File: src/verilog/aesc_pkg.sv
// Package of offsets, field positions and types for the acquisition strobe control.
package aesc_pkg;

    localparam int ADDR_W  = 5;
    localparam int DATA_W  = 8;
    localparam int ENTRY_W = 8;
    localparam int DEPTH   = 16;
    localparam int PTR_W   = $clog2(DEPTH);
    localparam int CNT_W   = PTR_W + 1;

    // Strobe locations; reads and writes at one offset have distinct effects.
    localparam logic [ADDR_W-1:0] OFS_ACQ_ABORT  = 5'h19;
    localparam logic [ADDR_W-1:0] OFS_CFG_STROBE = 5'h1b;
    localparam logic [ADDR_W-1:0] OFS_ACQ_CONV   = 5'h1d;
    // Plain registers.
    localparam logic [ADDR_W-1:0] OFS_CFG_DATA   = 5'h01;
    localparam logic [ADDR_W-1:0] OFS_CONTROL    = 5'h03;
    localparam logic [ADDR_W-1:0] OFS_STATUS     = 5'h05;

    // Control register fields.
    localparam int CTL_BP_SEL  = 0;
    localparam int CTL_EXT_DIS = 1;
    localparam logic [1:0] CTL_RESET = 2'h0;

    // Status register fields.
    localparam int STS_ACTIVE = 0;
    localparam int STS_DONE   = 1;
    localparam int STS_LOST   = 2;
    localparam int STS_SPILL  = 3;
    localparam int STS_EMPTY  = 4;

    // Synchroniser idle level of the active-low pins.
    localparam logic [2:0] PIN_IDLE = 3'h7;

    typedef struct packed {
        logic ext_acq_trigger_disable;
        logic backplane_trigger_select;
    } aesc_ctrl_t;

    typedef struct packed {
        logic acq_done_flag;
        logic sample_lost;
        logic fifo_spill;
    } aesc_flags_t;

endpackage

File: src/verilog/aesc_sync.sv
// Two flip-flop synchroniser for a group of asynchronous level inputs.
`timescale 1ns/1ps
module aesc_sync #(
    parameter int               WIDTH     = 1,
    parameter logic [WIDTH-1:0] RESET_VAL = '0
) (
    // Clock and reset
    input  wire logic             i_clock,
    input  wire logic             i_rst_n,
    // Levels
    input  wire logic [WIDTH-1:0] i_async,
    output logic      [WIDTH-1:0] o_sync
);

    logic [WIDTH-1:0] stage1;
    logic [WIDTH-1:0] next_stage1;
    logic [WIDTH-1:0] next_sync;

    always_comb begin
        next_stage1 = i_async;
        next_sync   = stage1;
    end

    always_ff @(posedge i_clock or negedge i_rst_n) begin
        if (!i_rst_n) begin
            stage1 <= RESET_VAL;
            o_sync <= RESET_VAL;
        end else begin
            stage1 <= next_stage1;
            o_sync <= next_sync;
        end
    end

endmodule // aesc_sync

File: src/verilog/aesc_control.sv
// Analog-input event strobe decoder with channel configuration memory.
//
// Overview of operation
// - Strobe read 1B erases memory, rewinds write.
// - Wiped entries are lost for good.
// - Strobe write 1B applies entry, advances read.
// - After loading, advances apply entries in order.
// - Abort rewinds read position, no apply, keeps.
// - Strobe read 19 cancels acquisition, flushes FIFO.
// - Abort clears lost, spill, done; drops interrupt.
// - Strobe read 1D starts scanned acquisition.
// - Low external or backplane trigger starts acquisition.
// - Start strobe gated by select and disable bits.
// - Strobe write 1D fires exactly one conversion.
// - Low external convert fires one conversion.
`timescale 1ns/1ps
module aesc_control #(
    parameter int DEPTH   = aesc_pkg::DEPTH,
    parameter int ENTRY_W = aesc_pkg::ENTRY_W
) (
    // Clock and reset
    input  wire logic                        i_clock,
    input  wire logic                        i_rst_n,
    // Register port
    input  wire logic [aesc_pkg::ADDR_W-1:0] i_addr,
    input  wire logic [aesc_pkg::DATA_W-1:0] i_wdata,
    input  wire logic                        i_wr,
    input  wire logic                        i_rd,
    output logic      [aesc_pkg::DATA_W-1:0] o_rdata,
    // Active-low pins
    input  wire logic                        i_ext_acq_trigger_n,
    input  wire logic                        i_backplane_acq_trigger_n,
    input  wire logic                        i_ext_convert_n,
    // Events from the acquisition datapath
    input  wire aesc_pkg::aesc_flags_t       i_flag_set,
    // Controls to the acquisition datapath
    output logic      [ENTRY_W-1:0]          o_cfg_entry,
    output logic                             o_cfg_apply,
    output logic                             o_acq_start,
    output logic                             o_acq_cancel,
    output logic                             o_fifo_flush,
    output logic                             o_irq_drop,
    output logic                             o_convert,
    output aesc_pkg::aesc_flags_t            o_flags
);

    localparam int PTR_W = $clog2(DEPTH);
    localparam int CNT_W = PTR_W + 1;
    localparam logic [CNT_W-1:0] CNT_FULL = CNT_W'(DEPTH);

    ////////////////////////////////////////////////////////////////////////////////
    // Pin synchronisers and falling-edge detection

    logic [2:0] pins_sync;
    logic [2:0] pins_prev;
    logic [2:0] next_pins_prev;
    logic       ext_trig_fall;
    logic       bp_trig_fall;
    logic       conv_fall;

    // Pins are asynchronous; only the second stage of the synchroniser is read.
    aesc_sync #(
        .WIDTH     (3),
        .RESET_VAL (aesc_pkg::PIN_IDLE)
    ) u_pin_sync (
        .i_clock (i_clock),
        .i_rst_n (i_rst_n),
        .i_async ({i_ext_convert_n, i_backplane_acq_trigger_n, i_ext_acq_trigger_n}),
        .o_sync  (pins_sync)
    );

    always_comb begin
        next_pins_prev = pins_sync;
        ext_trig_fall  = pins_prev[0] & ~pins_sync[0];
        bp_trig_fall   = pins_prev[1] & ~pins_sync[1];
        conv_fall      = pins_prev[2] & ~pins_sync[2];
    end

    // The detectors reset to the idle high level, so a pin held low at release gives one edge once it is synchronised.
    always_ff @(posedge i_clock or negedge i_rst_n) begin
        if (!i_rst_n) begin
            pins_prev <= aesc_pkg::PIN_IDLE;
        end else begin
            pins_prev <= next_pins_prev;
        end
    end

    ////////////////////////////////////////////////////////////////////////////////
    // Access decode

    // Each strobe is one bus cycle wide, so each decode fires once per access.
    logic wipe_hit;
    logic advance_hit;
    logic abort_hit;
    logic begin_hit;
    logic shot_hit;
    logic entry_hit;
    logic ctrl_hit;

    always_comb begin
        wipe_hit    = i_rd & (i_addr == aesc_pkg::OFS_CFG_STROBE);
        advance_hit = i_wr & (i_addr == aesc_pkg::OFS_CFG_STROBE);
        abort_hit   = i_rd & (i_addr == aesc_pkg::OFS_ACQ_ABORT);
        begin_hit   = i_rd & (i_addr == aesc_pkg::OFS_ACQ_CONV);
        shot_hit    = i_wr & (i_addr == aesc_pkg::OFS_ACQ_CONV);
        entry_hit   = i_wr & (i_addr == aesc_pkg::OFS_CFG_DATA);
        ctrl_hit    = i_wr & (i_addr == aesc_pkg::OFS_CONTROL);
    end

    ////////////////////////////////////////////////////////////////////////////////
    // Control register

    // Both bits reset clear, so the start strobe and the external pin are live after reset.
    aesc_pkg::aesc_ctrl_t ctrl;
    aesc_pkg::aesc_ctrl_t next_ctrl;

    always_comb begin
        next_ctrl = ctrl;
        if (ctrl_hit) begin
            next_ctrl.backplane_trigger_select = i_wdata[aesc_pkg::CTL_BP_SEL];
            next_ctrl.ext_acq_trigger_disable  = i_wdata[aesc_pkg::CTL_EXT_DIS];
        end
    end

    always_ff @(posedge i_clock or negedge i_rst_n) begin
        if (!i_rst_n) begin
            ctrl <= aesc_pkg::CTL_RESET;
        end else begin
            ctrl <= next_ctrl;
        end
    end

    ////////////////////////////////////////////////////////////////////////////////
    // Channel configuration memory

    logic [ENTRY_W-1:0] mem [DEPTH];
    logic [PTR_W-1:0]   wr_ptr;
    logic [PTR_W-1:0]   rd_ptr;
    logic [CNT_W-1:0]   count;
    logic [PTR_W-1:0]   next_wr_ptr;
    logic [PTR_W-1:0]   next_rd_ptr;
    logic [CNT_W-1:0]   next_count;
    logic               entry_store;

    // A full memory drops further entry writes; a scan then covers DEPTH entries only.
    always_comb begin
        next_wr_ptr = wr_ptr;
        next_rd_ptr = rd_ptr;
        next_count  = count;
        entry_store = entry_hit & (count != CNT_FULL);
        if (wipe_hit) begin
            next_wr_ptr = '0;
            next_rd_ptr = '0;
            next_count  = '0;
        end else if (entry_store) begin
            next_wr_ptr = wr_ptr + 1'b1;
            next_count  = count + 1'b1;
            next_rd_ptr = '0;
        end else if (abort_hit) begin
            next_rd_ptr = '0;
        end else if (advance_hit) begin
            if ({1'b0, rd_ptr} + 1'b1 >= count) begin
                next_rd_ptr = '0;
            end else begin
                next_rd_ptr = rd_ptr + 1'b1;
            end
        end
    end

    always_ff @(posedge i_clock or negedge i_rst_n) begin
        if (!i_rst_n) begin
            wr_ptr <= '0;
            rd_ptr <= '0;
            count  <= '0;
        end else begin
            wr_ptr <= next_wr_ptr;
            rd_ptr <= next_rd_ptr;
            count  <= next_count;
        end
    end

    // Erasing writes zero into every entry; there is no shadow copy to restore from.
    always_ff @(posedge i_clock or negedge i_rst_n) begin
        if (!i_rst_n) begin
            for (int i = 0; i < DEPTH; i++) begin
                mem[i] <= '0;
            end
        end else if (wipe_hit) begin
            for (int i = 0; i < DEPTH; i++) begin
                mem[i] <= '0;
            end
        end else if (entry_store) begin
            mem[wr_ptr] <= i_wdata[ENTRY_W-1:0];
        end
    end

    ////////////////////////////////////////////////////////////////////////////////
    // Acquisition control, flags and output strobes

    aesc_pkg::aesc_flags_t next_flags;
    logic                  acq_active;
    logic                  next_acq_active;
    logic                  start_ok;
    logic                  start_any;
    logic [ENTRY_W-1:0]    next_cfg_entry;
    logic                  next_cfg_apply;
    logic                  next_acq_start;
    logic                  next_abort_pulse;
    logic                  next_convert;

    always_comb begin
        // A strobe start is refused while a pin trigger owns the start path.
        start_ok  = begin_hit & ~ctrl.backplane_trigger_select
                    & (pins_sync[0] | ctrl.ext_acq_trigger_disable);
        start_any = start_ok
                    | (ext_trig_fall & ~ctrl.ext_acq_trigger_disable)
                    | (bp_trig_fall & ctrl.backplane_trigger_select);
        next_acq_active = acq_active;
        if (abort_hit) begin
            next_acq_active = 1'b0;
        end else if (start_any) begin
            next_acq_active = 1'b1;
        end else if (i_flag_set.acq_done_flag) begin
            next_acq_active = 1'b0;
        end
        // A flag event in the abort cycle survives the clear.
        next_flags = abort_hit ? '0 : o_flags;
        next_flags = next_flags | i_flag_set;
        next_cfg_entry = advance_hit ? mem[rd_ptr] : o_cfg_entry;
        // Abort outranks a start in the same cycle, so a cancelled run never begins.
        next_cfg_apply   = advance_hit;
        next_acq_start   = start_any & ~abort_hit;
        next_abort_pulse = abort_hit;
        next_convert     = shot_hit | conv_fall;
    end

    always_ff @(posedge i_clock or negedge i_rst_n) begin
        if (!i_rst_n) begin
            acq_active   <= 1'b0;
            o_flags      <= '0;
            o_cfg_entry  <= '0;
            o_cfg_apply  <= 1'b0;
            o_acq_start  <= 1'b0;
            o_acq_cancel <= 1'b0;
            o_fifo_flush <= 1'b0;
            o_irq_drop   <= 1'b0;
            o_convert    <= 1'b0;
        end else begin
            acq_active   <= next_acq_active;
            o_flags      <= next_flags;
            o_cfg_entry  <= next_cfg_entry;
            o_cfg_apply  <= next_cfg_apply;
            o_acq_start  <= next_acq_start;
            o_acq_cancel <= next_abort_pulse;
            o_fifo_flush <= next_abort_pulse;
            o_irq_drop   <= next_abort_pulse;
            o_convert    <= next_convert;
        end
    end

    ////////////////////////////////////////////////////////////////////////////////
    // Read data

    logic [aesc_pkg::DATA_W-1:0] next_rdata;

    always_comb begin
        // Strobe reads and unmapped reads return zero; write data of strobes is unused.
        next_rdata = '0;
        if (i_rd) begin
            case (i_addr)
                aesc_pkg::OFS_CONTROL: begin
                    next_rdata[aesc_pkg::CTL_BP_SEL]  = ctrl.backplane_trigger_select;
                    next_rdata[aesc_pkg::CTL_EXT_DIS] = ctrl.ext_acq_trigger_disable;
                end
                aesc_pkg::OFS_STATUS: begin
                    next_rdata[aesc_pkg::STS_ACTIVE] = acq_active;
                    next_rdata[aesc_pkg::STS_DONE]   = o_flags.acq_done_flag;
                    next_rdata[aesc_pkg::STS_LOST]   = o_flags.sample_lost;
                    next_rdata[aesc_pkg::STS_SPILL]  = o_flags.fifo_spill;
                    next_rdata[aesc_pkg::STS_EMPTY]  = (count == '0);
                end
                default: begin
                    next_rdata = '0;
                end
            endcase
        end
    end

    always_ff @(posedge i_clock or negedge i_rst_n) begin
        if (!i_rst_n) begin
            o_rdata <= '0;
        end else begin
            o_rdata <= next_rdata;
        end
    end

endmodule // aesc_control

File: config.mk
export PLATFORM = sky130hd
export DESIGN_NAME = aesc_control
export DESIGN_NICKNAME = d
export VERILOG_FILES = /design/src/verilog/aesc_pkg.sv /design/src/verilog/aesc_sync.sv /design/src/verilog/aesc_control.sv
export SDC_FILE = /design/constraint.sdc
export NUM_CORES = 1
export LEC_CHECK = 0
export BUFFER_PORTS_ARGS = -buffer_cell sky130_fd_sc_hd__buf_4
export CORE_MARGIN = 2
export CORE_UTILIZATION = 55
export DETAILED_ROUTE_END_ITERATION = 16
export GPL_TIMING_DRIVEN = 0
export PLACE_DENSITY_LB_ADDON = 0.12
export RECOVER_POWER = 100
export SLEW_MARGIN = 0
export SYNTH_ARGS = -nofsm -noshare
export SYNTH_HDL_FRONTEND = slang
export SYNTH_SLANG_ARGS = --single-unit
File: constraint.sdc
create_clock -name i_clock -period 2.15 [get_ports i_clock]
set_input_delay 0.3225 -clock i_clock [delete_from_list [all_inputs] [get_ports i_clock]]
set_output_delay 0.3225 -clock i_clock [all_outputs]
set_load 0.05 [all_outputs]
==> key figures <==
Final layout
  • Antenna cells: 0
  • Ratio of cells with drive above 1 in the final layout: 0.1840
  • Most common cell after layout, fill and taps aside: dfrtp_1
  • Most frequent cells in the layout: dfrtp_1 (162), o21ai_0 (79), mux2i_1 (71)
  • Fin nets: 957
  • Area growth syn-to-layout: 18.74%

Timing
  • Setup ws final: roughly 0.028 ns
  • Fmax: 0.4712 GHz
  • Worst Skew: around 0.013 ns
  • Final setup fails: 0
  • Final period utilization: 0.9870
  • Hold slack: 0.04804 ns
  • Slew @ Worst Pin: 1.252 ns
  • Min cycle time layout: between 2 and 2.5 ns
  • RSZ-0062 raised after global routing: yes
  • Max-slew violation count: 0
  • Endpoints failing hold: 0
  • Max_slew headroom: 0.1652

Place
  • GP Congestion: 0.9482
  • Dpl hpwl: 18590 µm
  • PortBufs: 44
  • Place WS: -0.6670 ns

Power
  • Int Power: 0.005385 W
  • Psw: around 0.0024 W
  • Sw Share: 0.3089
  • PwrDens: approximately 760 mW/mm²
  • Comb power frac: 0.151
  • Pleak: 4.591 nW
  • Reg power frac: 0.452
  • Clock power share: 0.397
  • Peak VDD IR: around 0.68 mV

Die
  • Die area: 0.01664 mm²
  • Die width: 129.0 µm
  • Core area: 0.01526 mm²
  • Die Y: between 100 and 150 µm
  • Starting Density: 0.5633
  • Std cell rows: 45
  • I/O pin count: 48

Critical path
  • Critical path depth: 8
  • Worst reg2reg path depth: 8
  • Critical Path RT: 2.50 ns
  • Slowest-stage cell, CP: dfrtp_2
  • Crit-path leading delay family: simple AND/OR/NAND/NOR gates
  • Crit-path cells: inv_1 > ha_1 > and4bb_4 > nor4_4 > buf_4 > buf_2 > nand3_1 > a21oi_1
  • Worst EP arrival: 2.47 ns
  • Crit path buffers/inverters: 3
  • Crit Path Class: flip-flop to flip-flop
  • Worst Setup Start Kind: flip-flop
  • CP endpoint kind: flip-flop
  • Crit Path Max Fanout: 10
  • CP max stage delay: approximately 0.42 ns

Drt
  • ANT nets after route: 0
  • Vias: 7494
  • Via density per instance: 6.539
  • 1st-iter DRT viols: between 1000 and 1500
  • DR DRC count: 0
  • First-pass detailed-route iteration total: 7
  • WL final: 26990 µm
  • WL/cell: 23.55 µm

Global routing
  • Overall Global Routing Usage: 0.3376
  • First-pass GRT wire length: 41280 µm
  • Initial antenna violation count: 0
  • Overflow after GRT: 0
  • Largest net degree at the start of global routing: 127
  • Vias in the first global route: 7312

Logic synthesis
  • Ys async rst share: 1.000
  • Synth warnings: 0
  • Mean Syn Cell Area: 10.39 µm²
  • #FFs+latches synth: 173
  • Seq/Total Area, Yosys: 0.5050
  • Main synth FF type: dfrtp_1
  • Number of synthesized flops with an enable pin: 0
  • Number of distinct library cells after synthesis: 59
  • Mapped Cells: 827
  • Post-synthesis cell area: 0.008594 mm²

Hold path
  • Hold depth: 2
  • Hold Crit Class: input pin to flip-flop

Clock tree
  • Num CTS Buffers: 17
  • TritonCTS clock tree: built
  • # clock sinks: 173
  • Longest Clk Path Bufs: 2
  • Latest clock arrival within the worst-skew pair: 0.45 ns
  • Root Driver: clkbuf_16
  • H-tree depth reported by CTS: 4
  • Clock-pin slew on the worst setup and hold paths: around 0.070 ns

Outcome
  • Status: complete, no violations

Flow run
  • Max Cap Violations: 0
[cells in the mapped netlist, types with 2 or more instances]
| cell type | count | share of area |
|---|---|---|
| dfrtp_1 | 164 | 0.48 |
| o21ai_0 | 80 | 0.047 |
| a21oi_1 | 71 | 0.041 |
| mux2i_1 | 71 | 0.083 |
| nand3_1 | 63 | 0.037 |
| nand2_1 | 59 | 0.026 |
| clkbuf_1 | 58 | 0.025 |
| nor2_1 | 46 | 0.020 |
| o211ai_1 | 35 | 0.031 |
| mux4_2 | 18 | 0.047 |
| inv_1 | 13 | 0.0057 |
| ha_1 | 12 | 0.017 |
| dfstp_2 | 9 | 0.028 |
| mux2_2 | 9 | 0.012 |
| nand4_1 | 8 | 0.0058 |
| o2111ai_1 | 8 | 0.0082 |
| a222oi_1 | 7 | 0.0082 |
| buf_1 | 6 | 0.0026 |
| buf_2 | 6 | 0.0035 |
| nor2b_1 | 6 | 0.0044 |
| and2_1 | 5 | 0.0036 |
| buf_4 | 5 | 0.0044 |
| xnor2_1 | 5 | 0.0051 |
| a21o_1 | 4 | 0.0035 |
| and3_1 | 4 | 0.0029 |
| and2_0 | 3 | 0.0022 |
| nand2b_1 | 3 | 0.0022 |
| nand3b_1 | 3 | 0.0026 |
| nor3b_1 | 3 | 0.0026 |
| nor4_2 | 3 | 0.0044 |
| nor4b_1 | 3 | 0.0031 |
| o21ai_1 | 3 | 0.0017 |
| or3_1 | 3 | 0.0022 |
| a211oi_1 | 2 | 0.0017 |
| a22oi_1 | 2 | 0.0017 |
| and4_1 | 2 | 0.0020 |
| nor4_1 | 2 | 0.0015 |
| nor4bb_1 | 2 | 0.0023 |
[metal layers]
metal	routed length (µm)	vias to the layer above	track usage
li1	-	3199	-
met1	10870	3795	0.4617
met2	12650	423	0.5288
met3	2573	77	0.08025
met4	901	0	0.1272
met5	0	-	0
[sequential cells by signal (all words and copies together) (netlist names), 4 cells and up]
| signal | count |
|---|---|
| rd_ptr | 4 |
| mem | 128 |
| o_rdata | 5 |
| o_cfg_entry | 8 |
| count | 5 |
| wr_ptr | 4 |
[worst reg2reg max path, delay by kind of cell (launching register included)]
| family | cells | cell delay (ns) |
|---|---|---|
| flip-flops | 1 | 0.42 |
| buffers and inverters | 3 | 0.51 |
| AO/OA/AOI/OAI | 1 | 0.20 |
| adder cells (fa/ha/maj) | 1 | 0.25 |
| AND/OR/NAND/NOR | 3 | 0.64 |
[power by group through the flow]
stage	sequential [W]	clock [W]	combinational (W)
floorplan	0.00359	0	0.000613
global placement	0.00356	0	0.00105
detailed placement	0.00357	0	0.00108
CTS	0.00351	0.00312	0.00112
global route	0.00353	0.00325	0.00126
finish	0.00352	0.00309	0.00118
[cell families after synthesis]
family | synth area share
AO/OA/AOI/OAI | 0.1483
XOR/XNOR | 0.006114
adder cells (fa/ha/maj) | 0.01747
buffers and inverters | 0.04382
flip-flops | 0.5050
multiplexers | 0.1417
other | 0.0004363
AND/OR/NAND/NOR | 0.1371
[stage by stage]
step / std cells / utilization / cell area (µm²) / power [W] / setup TNS [ns]
floorplan: 829 / - / 8605 / 0.004206 / 0
global placement: 1084 / 0.6029 / 9199 / 0.004617 / -60.33
detailed placement: 1085 / 0.6052 / 9234 / 0.004655 / -31.31
finish: 1146 / 0.6688 / 10200 / 0.007792 / 0
global route: 1146 / 0.6688 / 10200 / 0.008038 / -0.3777
CTS: 1130 / 0.6595 / 10060 / 0.007751 / -0.07098
[area by class of cell]
| type | instances | area, µm² |
|---|---|---|
| Clock buffer | 17 | 425.4 |
| Fill cell | 1188 | 5054 |
| Buffer | 73 | 406.6 |
| Inverter | 14 | 52.55 |
| Timing Repair Buffer | 78 | 535.5 |
| Multi-Input combinational cell | 565 | 4014 |
| Tap cell | 211 | 264.0 |
| Clock inverter | 15 | 163.9 |
| Sequential cell | 173 | 4343 |
[final timing paths]
kind,to,slack (ns),from
max reg2reg,mem[87]$_DFFE_PN0P_,0.03,count[0]$_DFFE_PN0P_
min reg2reg,u_pin_sync.o_sync[1]$_DFF_PN1_,0.36,u_pin_sync.next_sync[1]$_DFF_PN1_
min in group asynchronous,o_flags[1]$_DFF_PN0_,0.66,i_rst_n
max,mem[87]$_DFFE_PN0P_,0.03,count[0]$_DFFE_PN0P_
min,o_flags[1]$_DFF_PN0_,0.05,i_flag_set[1]
max in group asynchronous,mem[90]$_DFFE_PN0P_,0.25,i_rst_n
[repair_timing]
item,CTS,global route
gates cloned,0,0
endpoints found under the hold margin,41,0
gates resized for setup,32,41
hold buffers,4,0
setup endpoints to repair,135,104
pin swaps,12,11
buffers inserted,11,18
Note: power is estimated with default switching activity, not from simulation.
